`src/logic/gpio_cfg_pkg.sv`:
```
/*
 * constants and types for the pin configuration bank of GPIO bits 3.2 to 4.1.
 * assumes a classic Wishbone slave with 32-bit data and a byte address.
 */
package gpio_cfg_pkg;

   // number of pins in the bank
   localparam int NPIN = 8;

   // register indexes; the byte address is four times the index
   localparam logic [7:0] IDX_PIN_3_2_CONFIG = 8'h35;
   localparam logic [7:0] IDX_PIN_3_3_CONFIG = 8'h36;
   localparam logic [7:0] IDX_PIN_3_4_CONFIG = 8'h37;
   localparam logic [7:0] IDX_PIN_3_5_CONFIG = 8'h38;
   localparam logic [7:0] IDX_PIN_3_6_CONFIG = 8'h39;
   localparam logic [7:0] IDX_PIN_3_7_CONFIG = 8'h3a;
   localparam logic [7:0] IDX_PIN_4_0_CONFIG = 8'h3b;
   localparam logic [7:0] IDX_PIN_4_1_CONFIG = 8'h3c;
   localparam logic [7:0] IDX_PIN_DATA = 8'h50;
   localparam logic [7:0] IDX_PIN_LEVEL = 8'h51;
   localparam logic [7:0] IDX_IRQ_STATUS = 8'h52;
   localparam logic [7:0] IDX_IRQ_MASK = 8'h53;

   // pin positions inside the bank
   localparam int P_3_2 = 0;
   localparam int P_3_3 = 1;
   localparam int P_3_4 = 2;
   localparam int P_3_5 = 3;
   localparam int P_3_6 = 4;
   localparam int P_3_7 = 5;
   localparam int P_4_0 = 6;
   localparam int P_4_1 = 7;

   // configuration field positions
   localparam int B_DIR_IN = 0;
   localparam int B_INVERT = 1;
   localparam int B_ALT = 2;
   localparam int B_FUNC_LO = 2;
   localparam int B_FUNC_HI = 3;
   localparam int B_OPEN_DRAIN = 7;

   // writable bits: single select and two-bit select registers
   localparam logic [7:0] MASK_CFG_1SEL = 8'h87;
   localparam logic [7:0] MASK_CFG_2SEL = 8'h8f;

   // reset values
   localparam logic [7:0] CFG_RST_STANDBY = 8'h01;
   localparam logic [7:0] CFG_RST_MAIN_FAN = 8'h00;
   localparam logic [7:0] DATA_RST = 8'h00;

   // pin 4.1 function codes
   localparam logic [1:0] F41_GPIO = 2'b00;
   localparam logic [1:0] F41_DENSITY_1 = 2'b01;
   localparam logic [1:0] F41_EDGE_IRQ = 2'b10;
   localparam logic [1:0] F41_RESERVED = 2'b11;

   // interrupt status bit of the either-edge input
   localparam int S_EDGE_IN2 = 0;

   // bus handshake states
   typedef enum logic [1:0] {
      BUS_IDLE = 2'b01,
      BUS_ACK = 2'b10
   } bus_state_e;

   typedef logic [7:0] byte_t;

   // whole state of the bank
   typedef struct packed {
      bus_state_e bus;
      logic [31:0] rdat;
      byte_t [NPIN-1:0] cfg;
      byte_t data;
      byte_t pad;
      byte_t status;
      byte_t mask;
      logic irq;
      byte_t pin_out;
      byte_t pin_oe;
      logic smb_data;
      logic irq12;
      logic irq14;
   } bank_state_s;

endpackage : gpio_cfg_pkg

```
`src/logic/gpio_cfg_bank.sv`:
```
/*
 * configuration, pin multiplexing and either-edge interrupt for GPIO bits 3.2 to 4.1,
 * reached as a classic Wishbone slave.
 * assumes pad inputs and alternate function signals are synchronous to clk_i,
 * and that an outside resolver forms each pad level from pin_out_o and pin_oe_o.
 */
// Register access over Wishbone was left to the implementer.
`timescale 1ns/1ps

// Summary of operation
// - bit 0 of each pin register makes a pin with no alternate function selected an input when one and an output when zero.
// - bit 1 of each pin register inverts the value between pad and logic when one, except the SMBus drive of pin 3.2.
// - bit 7 of each pin register gives open-drain drive when one and push-pull when zero, except pin 3.2 as SMBus data, always open drain.
// - all pin registers load 0x01 on standby reset, and the fan pin register loads 0x00 on main reset.
// - a one in bit 2 of pin 3.2 connects it to the SMBus data signal.
// - a one in bit 2 of pin 3.3 routes the fan speed output to the pin.
// - a one in bit 2 of pin 3.4 makes it the IRQ12 line.
// - a one in bit 2 of pin 3.5 makes it the IRQ14 line.
// - a one in bit 2 of pin 3.6 drives the active-low keyboard reset out.
// - a one in bit 2 of pin 3.7 drives the active-low gate A20 out.
// - a one in bit 2 of pin 4.0 drives drive density select 0.
// - bits 3 and 2 of pin 4.1 choose GPIO for 00, density select 1 for 01, and 11 is reserved.
// - code 10 in pin 4.1 makes it interrupt input 2, raising an event on either edge.
module gpio_cfg_bank
   import gpio_cfg_pkg::*;
#(
   parameter int AW = 12
) (
   input wire logic clk_i, // system clock
   input wire logic rst_i, // standby power reset, sync high
   input wire logic main_reset_i, // main power reset or hard reset
   input wire logic cyc_i, // wishbone cycle
   input wire logic stb_i, // wishbone strobe
   input wire logic we_i, // wishbone write
   input wire logic [AW-1:0] adr_i, // wishbone byte address
   input wire logic [3:0] sel_i, // wishbone byte select
   input wire logic [31:0] dat_i, // wishbone write data
   output logic [31:0] dat_o, // wishbone read data
   output logic ack_o, // wishbone acknowledge
   output logic irq_o, // level interrupt
   input wire logic [NPIN-1:0] pin_in_i, // pad levels
   output logic [NPIN-1:0] pin_out_o, // pad drive values
   output logic [NPIN-1:0] pin_oe_o, // pad drive enables
   input wire logic smb_drive_low_i, // smbus data pulls low
   output logic smb_data_o, // smbus data seen at pad
   input wire logic fan_speed_i, // fan speed control
   output logic irq12_o, // irq12 line from pad
   output logic irq14_o, // irq14 line from pad
   input wire logic keyboard_reset_out_n_i, // keyboard reset, low active
   input wire logic gate_a20_out_n_i, // gate a20, low active
   input wire logic drive_density_sel_0_i, // density select 0
   input wire logic drive_density_sel_1_i // density select 1
);

   // refuse an address bus too narrow for the index slice adr_i[9:2]
   if (AW < 10) begin : g_aw_check
      $error("gpio_cfg_bank: AW must be at least 10");
   end

   bank_state_s s_q;
   bank_state_s s_d;

   // register index and request decode
   logic [7:0] idx;
   logic req;
   logic wr;
   logic [1:0] f41;
   byte_t lvl;
   byte_t alt_val;
   byte_t alt_drv;
   byte_t alt_out;
   byte_t drv;
   byte_t val;
   logic edge_ev;

   assign idx = adr_i[9:2];
   assign req = cyc_i && stb_i && (s_q.bus == BUS_IDLE);
   assign wr = req && we_i && sel_i[0];
   assign f41 = s_q.cfg[P_4_1][B_FUNC_HI:B_FUNC_LO];

   // pad levels seen by the logic, after polarity
   always_comb begin
      for (int i = 0; i < NPIN; i++) begin
         lvl[i] = pin_in_i[i] ^ s_q.cfg[i][B_INVERT];
      end
   end

   // alternate function selection per pin
   always_comb begin
      alt_out = '0;
      alt_val = '0;
      alt_drv = '0;
      alt_out[P_3_2] = s_q.cfg[P_3_2][B_ALT];
      alt_drv[P_3_2] = smb_drive_low_i;
      alt_out[P_3_3] = s_q.cfg[P_3_3][B_ALT];
      alt_val[P_3_3] = fan_speed_i;
      alt_drv[P_3_3] = 1'b1;
      alt_out[P_3_4] = s_q.cfg[P_3_4][B_ALT];
      alt_out[P_3_5] = s_q.cfg[P_3_5][B_ALT];
      alt_out[P_3_6] = s_q.cfg[P_3_6][B_ALT];
      alt_val[P_3_6] = keyboard_reset_out_n_i;
      alt_drv[P_3_6] = 1'b1;
      alt_out[P_3_7] = s_q.cfg[P_3_7][B_ALT];
      alt_val[P_3_7] = gate_a20_out_n_i;
      alt_drv[P_3_7] = 1'b1;
      alt_out[P_4_0] = s_q.cfg[P_4_0][B_ALT];
      alt_val[P_4_0] = drive_density_sel_0_i;
      alt_drv[P_4_0] = 1'b1;
      alt_out[P_4_1] = (f41 != F41_GPIO) && (f41 != F41_RESERVED);
      alt_val[P_4_1] = drive_density_sel_1_i;
      alt_drv[P_4_1] = (f41 == F41_DENSITY_1);
   end

   // drive value and enable per pin
   always_comb begin
      for (int i = 0; i < NPIN; i++) begin
         if (alt_out[i]) begin
            val[i] = alt_val[i] ^ s_q.cfg[i][B_INVERT];
            drv[i] = alt_drv[i];
         end else begin
            val[i] = s_q.data[i] ^ s_q.cfg[i][B_INVERT];
            drv[i] = !s_q.cfg[i][B_DIR_IN];
         end
      end
      // smbus data is open drain and never inverted on drive
      if (alt_out[P_3_2]) begin
         val[P_3_2] = 1'b0;
      end
   end

   // either-edge detector on pin 4.1
   assign edge_ev = (f41 == F41_EDGE_IRQ) && (pin_in_i[P_4_1] != s_q.pad[P_4_1]);

   // next state
   always_comb begin
      s_d = s_q;
      s_d.pad = pin_in_i;
      // pad drivers, open drain only pulls low
      for (int i = 0; i < NPIN; i++) begin
         if (s_q.cfg[i][B_OPEN_DRAIN] || (i == P_3_2 && alt_out[P_3_2])) begin
            s_d.pin_out[i] = 1'b0;
            s_d.pin_oe[i] = drv[i] && !val[i];
         end else begin
            s_d.pin_out[i] = val[i];
            s_d.pin_oe[i] = drv[i];
         end
      end
      // input functions handed to their users
      s_d.smb_data = alt_out[P_3_2] ? lvl[P_3_2] : 1'b1;
      s_d.irq12 = alt_out[P_3_4] && lvl[P_3_4];
      s_d.irq14 = alt_out[P_3_5] && lvl[P_3_5];
      // bus handshake, answer one cycle after the request
      s_d.rdat = '0;
      if (s_q.bus == BUS_ACK) begin
         s_d.bus = BUS_IDLE;
      end else if (req) begin
         s_d.bus = BUS_ACK;
      end
      // register reads, reserved bits as zero
      if (req && !we_i) begin
         case (idx)
            IDX_PIN_DATA: s_d.rdat[7:0] = s_q.data;
            IDX_PIN_LEVEL: s_d.rdat[7:0] = lvl;
            IDX_IRQ_STATUS: s_d.rdat[7:0] = s_q.status;
            IDX_IRQ_MASK: s_d.rdat[7:0] = s_q.mask;
            default: begin
               for (int i = 0; i < NPIN; i++) begin
                  if (idx == IDX_PIN_3_2_CONFIG + 8'(i)) begin
                     s_d.rdat[7:0] = s_q.cfg[i];
                  end
               end
            end
         endcase
      end
      // status clear by writing ones
      if (wr && idx == IDX_IRQ_STATUS) begin
         s_d.status = s_q.status & ~dat_i[7:0];
      end
      // event set wins over a clear in the same cycle
      if (edge_ev) begin
         s_d.status[S_EDGE_IN2] = 1'b1;
      end
      // register writes
      if (wr) begin
         case (idx)
            IDX_PIN_DATA: s_d.data = dat_i[7:0];
            IDX_IRQ_MASK: s_d.mask = dat_i[7:0] & 8'h01;
            IDX_PIN_4_1_CONFIG: s_d.cfg[P_4_1] = dat_i[7:0] & MASK_CFG_2SEL;
            default: begin
               for (int i = 0; i < NPIN - 1; i++) begin
                  if (idx == IDX_PIN_3_2_CONFIG + 8'(i)) begin
                     s_d.cfg[i] = dat_i[7:0] & MASK_CFG_1SEL;
                  end
               end
            end
         endcase
      end
      s_d.irq = |(s_d.status & s_q.mask);
      // main power reset touches only the fan pin
      if (main_reset_i) begin
         s_d.cfg[P_3_3] = CFG_RST_MAIN_FAN;
      end
   end

   // state register with standby reset
   always_ff @(posedge clk_i) begin
      if (rst_i) begin
         s_q.bus <= BUS_IDLE;
         s_q.rdat <= '0;
         for (int i = 0; i < NPIN; i++) begin
            s_q.cfg[i] <= CFG_RST_STANDBY;
         end
         s_q.data <= DATA_RST;
         s_q.pad <= '0;
         s_q.status <= '0;
         s_q.mask <= '0;
         s_q.irq <= 1'b0;
         s_q.pin_out <= '0;
         s_q.pin_oe <= '0;
         s_q.smb_data <= 1'b1;
         s_q.irq12 <= 1'b0;
         s_q.irq14 <= 1'b0;
      end else begin
         s_q <= s_d;
      end
   end

   // outputs straight from the state
   assign dat_o = s_q.rdat;
   assign ack_o = (s_q.bus == BUS_ACK);
   assign irq_o = s_q.irq;
   assign pin_out_o = s_q.pin_out;
   assign pin_oe_o = s_q.pin_oe;
   assign smb_data_o = s_q.smb_data;
   assign irq12_o = s_q.irq12;
   assign irq14_o = s_q.irq14;

endmodule : gpio_cfg_bank

```
`config.mk`:
```
export PLATFORM = sky130hd
export DESIGN_NAME = gpio_cfg_bank
export DESIGN_NICKNAME = d
export VERILOG_FILES = /design/src/logic/gpio_cfg_pkg.sv /design/src/logic/gpio_cfg_bank.sv
export SDC_FILE = /design/constraint.sdc
export NUM_CORES = 1
export LEC_CHECK = 0
export ABC_CLOCK_PERIOD_IN_PS = 3300
export CELL_PAD_IN_SITES_DETAIL_PLACEMENT = 0
export CELL_PAD_IN_SITES_GLOBAL_PLACEMENT = 1
export CORE_ASPECT_RATIO = 1.5
export CORE_MARGIN = 1.5
export CORE_UTILIZATION = 50
export CTS_BUF_LIST = sky130_fd_sc_hd__clkbuf_16
export CTS_CLUSTER_DIAMETER = 200
export DETAILED_ROUTE_END_ITERATION = 8
export DONT_BUFFER_PORTS = 1
export PLACE_DENSITY_LB_ADDON = 0.1
export SETUP_SLACK_MARGIN = 0.5
export SYNTH_ARGS = -nofsm -noshare
export SYNTH_HDL_FRONTEND = slang
export SYNTH_SLANG_ARGS = --single-unit
```
`constraint.sdc`:
```
create_clock -name clk_i -period 3.3 [get_ports clk_i]
set_clock_uncertainty 0.1 [all_clocks]
set_input_delay 0.495 -clock clk_i [delete_from_list [all_inputs] [get_ports clk_i]]
set_output_delay 0.495 -clock clk_i [all_outputs]
set_load 0.005 [all_outputs]
```
==> results.toml, run 1 <==
[timing]
slew_headroom_pct = 57.5
finalSetupViolCount = 0
rsz0062_at_grt = "no"
fin_crit_sh_pct = 54.4
fin_setup_tns_ps = 0
hold_violations = 0
final_max_slew_viol_count = 0
tightest_slew_ps = 635
min_period_ps = 1800
fmax_ghz = 0.557

[pwr]
power_frac_comb_pct = 3.2
net-switching-power_uw = 405
p_leak_nw = 1.69
p_per_area_mw_per_mm2 = 475
p_int_mw = 1.50
clockPowerShare_pct = 45.1
p_sw_share_pct = 21.2
ir_worst_vdd_mv = 0.276
seq_power_share_pct = 51.7

[setup_path]
cp-start-kind = "register"
critPathMaxStageDelay_ps = 370
slowest_stage = "dfxtp_1"
critPathRequiredTime_ps = 3410
reg2reg_slack_ps = 1500
critPathKind = "register to register"
r2r_end = "pin_oe_o[7]"
r2r_start = "f41[0]"
path_max_fanout = 3
worstPathArrival_ps = 1910
cp-end-kind = "register"
reg2regPathDepth = 6
cp_cell_sequence = "inv_1 > ha_1 > mux2i_1 > xor2_1 > nor2b_1 > a2111oi_0"

[layout]
drive_above_1_share_pct = 8.25
postLayoutCellArea_mm2 = 0.00402
syn2layout_area_growth_pct = -0.0000747
multiInputGateArea_mm2 = 0.00197
nNetsFinal = 466
regArea_mm2 = 0.00162
n_antenna_cell = 0
n_fill_cell = 769

[outcome]
outcome = "completed"

[clock_tree]
cts_buffer_depth = 2
clock-sinks = 81
htreeDepth = 3
post-cts-setup-buffers = 0
numCtsBuffers = 9
cts_resized = 0
cts_root_buf = "clkbuf_16"
clock_latency_ps = 330
cts_tree = "built"
hold_buffers = 0
clkTransAtPathRegs_ps = 60

[placed_design]
hpwl_mm = 6.38
place_area_mm2 = 0.00376
numPortBuffers = 0
gp_congestion = 0.804

[drt]
wl_per_cell_um = 18.0
dr.first_iter.drc_count = 158
ant_nets = 0
vias = 2781
drc = 0
firstDrtPassIters = 4
wl_mm = 9.06
via_per_inst = 5.54

[floorplan]
rows = 39
die_area_mm2 = 0.00859
initial_core_util_pct = 52.1
chipHeight_um = 113
core_mm2 = 0.00771
pin_count = 121
die_w_um = 76.2

[yosys]
yosys.area.top_type_share_pct = 40.4
yosys_most_used_dff = "dfxtp_1"
synth-seq-cells = 81
yosys_warnings = 0
synth_commonest_cells = "81 x dfxtp_1, 50 x buf_4, 49 x nor2_1, 42 x mux2i_1, 23 x a21oi_1"
syn_area_mm2 = 0.00402
ys_top_cells_by_area = "dfxtp_1 40%, mux2i_1 10%, buf_4 9.3%"
synth_cell_types = 54
synth_edf_count = 0
async_flop_share_pct = 0
ys_seq_area_share_pct = 40.4
yosys.area.top_type = "dfxtp_1"
yosysMostFrequentCell = "dfxtp_1"
synth_area_per_cell_um2 = 9.32
netlist_instances = 431

[min_path]
hold_path.class = "primary input to register"
whs_endpoint = "pin_out_o[1]"
hold_depth = 1
min_from = "rst_i"

[global_route]
grt_pass1_vias = 2638
gr-total-overflow = 0
grt_max_degree = 70
gr-usage-all-layers_pct = 22.0
antenna_found_initial = 0
grt_pass1_wl_mm = 14.5

[flow_run]
drv_cap = 0
## area by class of cell
type / count / share of cell area [%]
Tap cell: 102 / 3.18
Multi-Input combinational cell: 293 / 49.0
Clock inverter: 6 / 0.685
Timing Repair Buffer: 2 / 0.374
Inverter: 9 / 0.841
Clock buffer: 9 / 5.61
Sequential cell: 81 / 40.4
## per-layer routing
layer	global-route usage (%)	part of all wire [%]
met1	27.6	45
met2	37.2	50
met3	4.84	3.6
met4	7.78	1.4
met5	0	0
## sequential cells by signal, summed over array words and instances (netlist names)
signal	flops
alt_out	7
dat_o	8
f41	2
irq12_o	1
irq14_o	1
irq_o	1
pin_oe_o	8
pin_out_o	8
s_q	44
smb_data_o	1
## kinds of logic (layout without fill, tap and decap cells)
group | after synthesis | after routing | synth area share, %
XOR/XNOR | 19 | 19 | 4.14
AO/OA/AOI/OAI | 73 | 73 | 12.1
AND/OR/NAND/NOR | 127 | 127 | 17.5
flip-flops | 81 | 81 | 40.4
buffers and inverters | 80 | 26 | 12.8
adder cells (fa/ha/maj) | 2 | 2 | 0.623
multiplexers | 48 | 48 | 12.4
other | 1 | 24 | 0.0933
## metrics by stage
step	hold slack [ps]	util (%)	setup WS, ps	std cells	total power, mW
2_1_floorplan	321	-	1490	454	1.10
3_3_place_gp	336	48.8	1320	487	1.07
3_5_place_dp	336	48.8	1300	487	1.07
4_1_cts	122	52.1	1500	502	1.92
5_1_grt	119	52.1	1340	502	1.97
6_report	137	52.1	1500	502	1.91
## how the worst max path moves through the flow
stage                         from           to  slack [ps]  cells after the start
after CTS                   f41[0]  pin_oe_o[7]        1500                      6
after floorplan           adr_i[8]     s_q[115]        1490                      7
after detailed placement  adr_i[8]     s_q[109]        1300                      5
after global placement    adr_i[5]     dat_o[2]        1320                      4
final                       f41[0]  pin_oe_o[7]        1500                      6
after global routing        f41[0]  pin_oe_o[7]        1340                      6
## critical path, delay by kind of cell, from the launching register on
kind	cells	cell delay, ps
and+or+nand+nor	1	70
adders and majority gates	1	320
xor gates and xnor gates	1	210
AOI/OAI and AO/OA	1	320
buffers and inverters	1	70
muxes	1	220
DFF	1	370
## power by group through the flow
stage | Combinational (mW) | Sequential [mW] | Clock (mW)
floorplan | 0.0963 | 1.01 | 0
global placement | 0.0599 | 1.01 | 0
detailed placement | 0.0600 | 1.01 | 0
CTS | 0.0605 | 0.986 | 0.876
global route | 0.0676 | 0.986 | 0.916
finish | 0.0606 | 0.986 | 0.861
## placed cells by master (no fill, tap or decap), drive strengths merged, types with 3 or more instances in the layout
cell	count
dfxtp	81
a22oi	6
o211ai	10
a2111oi	3
inv	10
nand2b	8
a21oi	23
clkbuf	9
xnor2	12
mux2i	42
nor2	50
o21ai	6
o22ai	4
nor2b	12
nand2	14
mux2	5
a211oi	10
clkinv	5
nand3	10
nor3b	8
nor3	7
xor2	7
conb	24
a221oi	4
nand4	4
Power figures use the tool's default switching activity.
==> run 2: changes to the inputs <==
Settings changed: ABC_CLOCK_PERIOD_IN_PS 3300 to 1700, CORE_UTILIZATION 50 to 47.
Clock period 3.3 ns to 1.7 ns, I/O delays scaled along.
==> results.toml, run 2 (same netlist as run 1, synthesis figures left out) <==
[outcome]
outcome = "finished with violations"
violations = "hold timing"

[global_route]
gr-usage-all-layers_pct = 23.5
grt_pass1_wl_mm = 15.7
globalRouteMet3Util_pct = 5.23
met1_usage_pct = 27.6
top_usage_layer = "met2"
grt_use_met2_pct = 39.2
grt_pass1_vias = 2784
gr-total-overflow = 0
grt_max_degree = 70
antenna_found_initial = 0

[pwr]
p_per_area_mw_per_mm2 = 800
p_leak_nw = 1.93
ir_worst_vdd_mv = 0.592

[floorplan]
die_w_um = 78.5
rows = 41
core_mm2 = 0.00836
chipHeight_um = 116
die_area_mm2 = 0.00912
initial_core_util_pct = 48.0
pin_count = 121

[layout]
nNetsFinal = 499
drive_above_1_share_pct = 28.6
syn2layout_area_growth_pct = 18.9
layout_commonest_cell = "dfxtp_1"
multiInputGateArea_mm2 = 0.00233
final_cell_mix = "67 x dfxtp_1, 47 x nor2_1, 40 x mux2i_1, 24 x conb_1, 13 x buf_4"
n_antenna_cell = 0
largest_reg_flops = 44
regMostFlops = "s_q"
n_fill_cell = 751
regArea_mm2 = 0.00165

[min_path]
hold_path.class = "primary input to register"

[timing]
min_period_ps = 1530
hold_slack_ps = -116
fmax_ghz = 0.655
rsz0062_at_grt = "yes"
fin_crit_sh_pct = 89.8
final_max_slew_viol_count = 0
hold_violations = 58
fin_setup_tns_ps = 0
finalWorstSetupSlack_ps = 174
tightest_slew_ps = 555
slew_headroom_pct = 62.9
finalSetupViolCount = 0

[setup_path]
worstPathArrival_ps = 1670
path_max_fanout = 2
critPathRequiredTime_ps = 1840
cp-end-kind = "register"
critPathKind = "register to register"
cp-start-kind = "register"

[clock_tree]
cts_tree = "built"
cts_root_buf = "clkbuf_16"
clock_latency_ps = 340
clock-sinks = 81
hold_buffers = 9
htreeDepth = 3
cts_buffer_depth = 2
clkTransAtPathRegs_ps = 60
numCtsBuffers = 9

[drt]
wl_mm = 10.3
dr.first_iter.drc_count = 136
firstDrtPassIters = 4
ant_nets = 0
wl_per_cell_um = 19.0
via_per_inst = 5.47
vias = 2952
drc = 0

[placed_design]
gp_congestion = 0.825
post-place-ws_ps = 6.32
numPortBuffers = 0
hpwl_mm = 6.73

[flow_run]
drv_cap = 0
## run 2: metal layers
metal  vias to the layer above  share of wire [%]
met3                        27                4.9
met2                        92                 51
met4                         0                4.3
li1                       1430                  -
met1                      1403                 40
met5                         -                  0
## run 2: path summary, 6_finish.rpt
path         startpoint     endpoint  slack (ps)  depth (start not counted)
max reg2reg      f41[0]  pin_oe_o[7]         170                          6
min reg2reg     s_q[33]      s_q[33]         360                          2
max              f41[0]  pin_oe_o[7]         170                          6
min               rst_i     s_q[149]        -120                          1
## run 2: where the power goes
part | switching [mW] | internal (mW) | total, mW
Combinational | 0.108 | 0.0996 | 0.207
Clock | 0.750 | 0.958 | 1.71
Sequential | 0.00874 | 1.90 | 1.91
## run 2: timing repair
action,CTS,global route
setup buffers,10,3
resized for setup,42,42
endpoints found under the setup margin,69,75
gates cloned,1,0
hold endpoints to repair,66,60
pin swaps,17,16
## run 2: final cells by class
type | count | share of cell area, %
multi-input combinational | 293 | 48.7
inverter | 9 | 0.707
clock buffer | 9 | 4.71
sequential | 81 | 34.6
clock inverter | 6 | 0.576
tap | 107 | 2.80
timing repair buffer | 35 | 7.88
## run 2: worst max-delay path, stage by stage (launching register included)
cell       delay (ps)
dfxtp_2           340
inv_2              50
ha_4              260
mux2i_1           210
xor2_1            200
nor2b_1            80
a2111oi_2         190
## run 2: stage by stage
stage	std cells	util, %	area (um^2)	total power [mW]
6_report	540	57.1	4780	3.82
5_1_grt	540	57.1	4780	3.94
4_1_cts	537	54.9	4590	3.84
3_5_place_dp	502	47.3	3960	2.09
3_3_place_gp	502	47.3	3960	2.09
2_1_floorplan	454	-	4230	2.15
==> run 3: changes to the inputs <==
Settings changed: ABC_AREA from default to 1, CORE_UTILIZATION 47 to 45.
==> results.toml, run 3 <==
[outcome]
outcome = "finished with violations"
violations = "hold timing"

[setup_path]
cp-end-kind = "register"
path_common_cell = "inv_2"
slowest_stage = "dfxtp_2"
cp-start-kind = "register"
critPathMaxStageDelay_ps = 320
cp.buffers_inverters = 4
path_max_fanout = 6
critPathKind = "register to register"
cp_cell_sequence = "inv_2 > nand4_4 > inv_2 > nand3_4 > nor2_8 > buf_6 > nand3_4 > inv_2 > nand2_1 > a21oi_1"
critPathRequiredTime_ps = 1870
path_delay_family = "simple AND/OR/NAND/NOR gates"
worstPathArrival_ps = 1660

[yosys]
synth_commonest_cells = "130 x nand2_1, 81 x dfxtp_1, 69 x inv_1, 48 x buf_4, 41 x a21oi_1"
synth_top_family_by_area = "simple AND/OR/NAND/NOR gates"
ys_seq_area_share_pct = 39.0
synth_fa_ha_area_share_pct = 0.602
synth.area.mux_share_pct = 0
synthSimpleGateAreaFrac_pct = 28.2
yosys.area.top_type = "dfxtp_1"
yosysMostFrequentCell = "nand2_1"
ys_top_cells_by_area = "dfxtp_1 39%, nand2_1 12%, buf_4 8.7%"
synth-xor-area-share_pct = 2.74
synth_cell_types = 35
yosys_most_used_dff = "dfxtp_1"
yosys_warnings = 0
synth_compound_area_share_pct = 12.4
synth-seq-cells = 81
synth_area_per_cell_um2 = 7.37
synth_edf_count = 0
syn_area_mm2 = 0.00416
yosys.area.top_type_share_pct = 39.0
async_flop_share_pct = 0
netlist_instances = 564

[clock_tree]
cts_buffer_depth = 2
cts_tree = "built"
numCtsBuffers = 9
htreeDepth = 3
clkTransAtPathRegs_ps = 60
clock_latency_ps = 340
clock-sinks = 81
cts_root_buf = "clkbuf_16"
hold_buffers = 13

[floorplan]
die_w_um = 81.5
chipHeight_um = 121
die_area_mm2 = 0.00984
rows = 42
initial_core_util_pct = 46.8
pin_count = 121
core_mm2 = 0.00888

[pwr]
p_per_area_mw_per_mm2 = 850
p_int_mw = 3.26
seq_power_share_pct = 45.8
net-switching-power_uw = 917
p_sw_share_pct = 21.9
ir_worst_vdd_mv = 0.499
p_total_mw = 4.18
p_leak_nw = 2.14
power_frac_comb_pct = 5.3
clockPowerShare_pct = 48.9

[placed_design]
gp_congestion = 0.884
place_area_mm2 = 0.00419
hpwl_mm = 8.24
dp.cells = 651
numPortBuffers = 0

[flow_run]
drv_cap = 0

[timing]
min_period_ps = 1490
hold_violations = 19
fin_crit_sh_pct = 87.8
finalSetupViolCount = 0
fmax_ghz = 0.670
fin_setup_tns_ps = 0
final_max_slew_viol_count = 0
rsz0062_at_grt = "yes"
hold_slack_ps = -53.8

[drt]
ant_nets = 0
dr.first_iter.drc_count = 152
wl_mm = 11.4
drc = 0
firstDrtPassIters = 4
vias = 3477
wl_per_cell_um = 16.5
via_per_inst = 5.03

[global_route]
grt_pass1_vias = 3220
gr-usage-all-layers_pct = 24.5
gr-total-overflow = 0
grt_pass1_wl_mm = 17.4
antenna_found_initial = 0
grt_max_degree = 37

[layout]
syn2layout_area_growth_pct = 18.3
fin_cells = 691
nNetsFinal = 646
final_cell_mix = "107 x nand2_1, 74 x dfxtp_1, 61 x inv_1, 32 x a21oi_1, 28 x nor2_1"
layout_commonest_cell = "nand2_1"
multiInputGateArea_mm2 = 0.00216
largest_reg_flops = 44
postLayoutCellArea_mm2 = 0.00492
drive_above_1_share_pct = 24.3
regArea_mm2 = 0.00163
regMostFlops = "s_q"
n_antenna_cell = 0
n_fill_cell = 873

[min_path]
hold_path.class = "primary input to register"
[run 3: cell count changes after synthesis, sizes merged, moves of 7 or more]
| cell | previous run | this run |
|---|---|---|
| nor2b | 12 | 0 |
| nor3b | 8 | 1 |
| a21oi | 23 | 41 |
| inv | 9 | 80 |
| o21ai | 6 | 26 |
| a211oi | 10 | 0 |
| nand2b | 8 | 0 |
| mux2i | 42 | 0 |
| nand2 | 14 | 131 |
| buf | 63 | 50 |
| nand3 | 10 | 35 |
[run 3: layout make-up]
type | count | share of cell area [%]
clock buffers | 9 | 4.58
multi-input cells | 366 | 43.9
clock inverters | 7 | 1.75
well taps | 110 | 2.80
inverters | 82 | 6.99
repair buffers | 36 | 6.84
flip-flops and latches | 81 | 33.1
[run 3: worst paths after layout]
path,from,to,slack (ps),cells after the start
worst min register to register,s_q[115],pin_out_o[7],340,1
worst max register to register,s_q[149],alt_out[4],210,10
worst min-delay path,dat_i[1],s_q[77],-50,2
worst max-delay path,s_q[149],alt_out[4],210,10
[run 3: metrics by stage]
stage	utilization (%)	setup slack, ps
2_1_floorplan	-	249
3_5_place_dp	47.2	121
5_1_grt	55.4	89.6
4_1_cts	54.2	204
3_3_place_gp	47.2	111
6_report	55.4	208
[run 3: what timing repair did]
item	in CTS	in global routing
setup endpoints to repair	62	66
buffers inserted	9	2
resized for setup	33	33
pin swaps	11	5
hold endpoints to repair	52	19
[run 3: cell families (layout without fill, tap and decap cells)]
family / Yosys count / after routing
XOR/XNOR: 13 / 13
AO/OA/AOI/OAI: 90 / 90
flip-flops: 81 / 81
adder cells (fa/ha/maj): 2 / 2
AND/OR/NAND/NOR: 237 / 237
buffers and inverters: 140 / 134
other: 1 / 24
[run 3: power by group through the flow]
stage	Sequential [mW]	Clock, mW	Combinational (mW)
after floorplan	1.95	0	0.177
after global placement	1.95	0	0.154
after detailed placement	1.95	0	0.155
after CTS	1.91	2.07	0.216
after global routing	1.91	2.16	0.246
final	1.91	2.04	0.223
[run 3: per-layer routing]
layer  global-route usage (%)  vias to the layer above  part of all wire (%)  wire, um
met5                        0                        -                     0         0
met4                     8.41                        0                   2.2       248
met3                     5.21                       20                   3.7       424
met2                     43.2                       76                    54      6140
met1                     28.6                     1616                    40      4600
li1                         -                     1765                     -         -
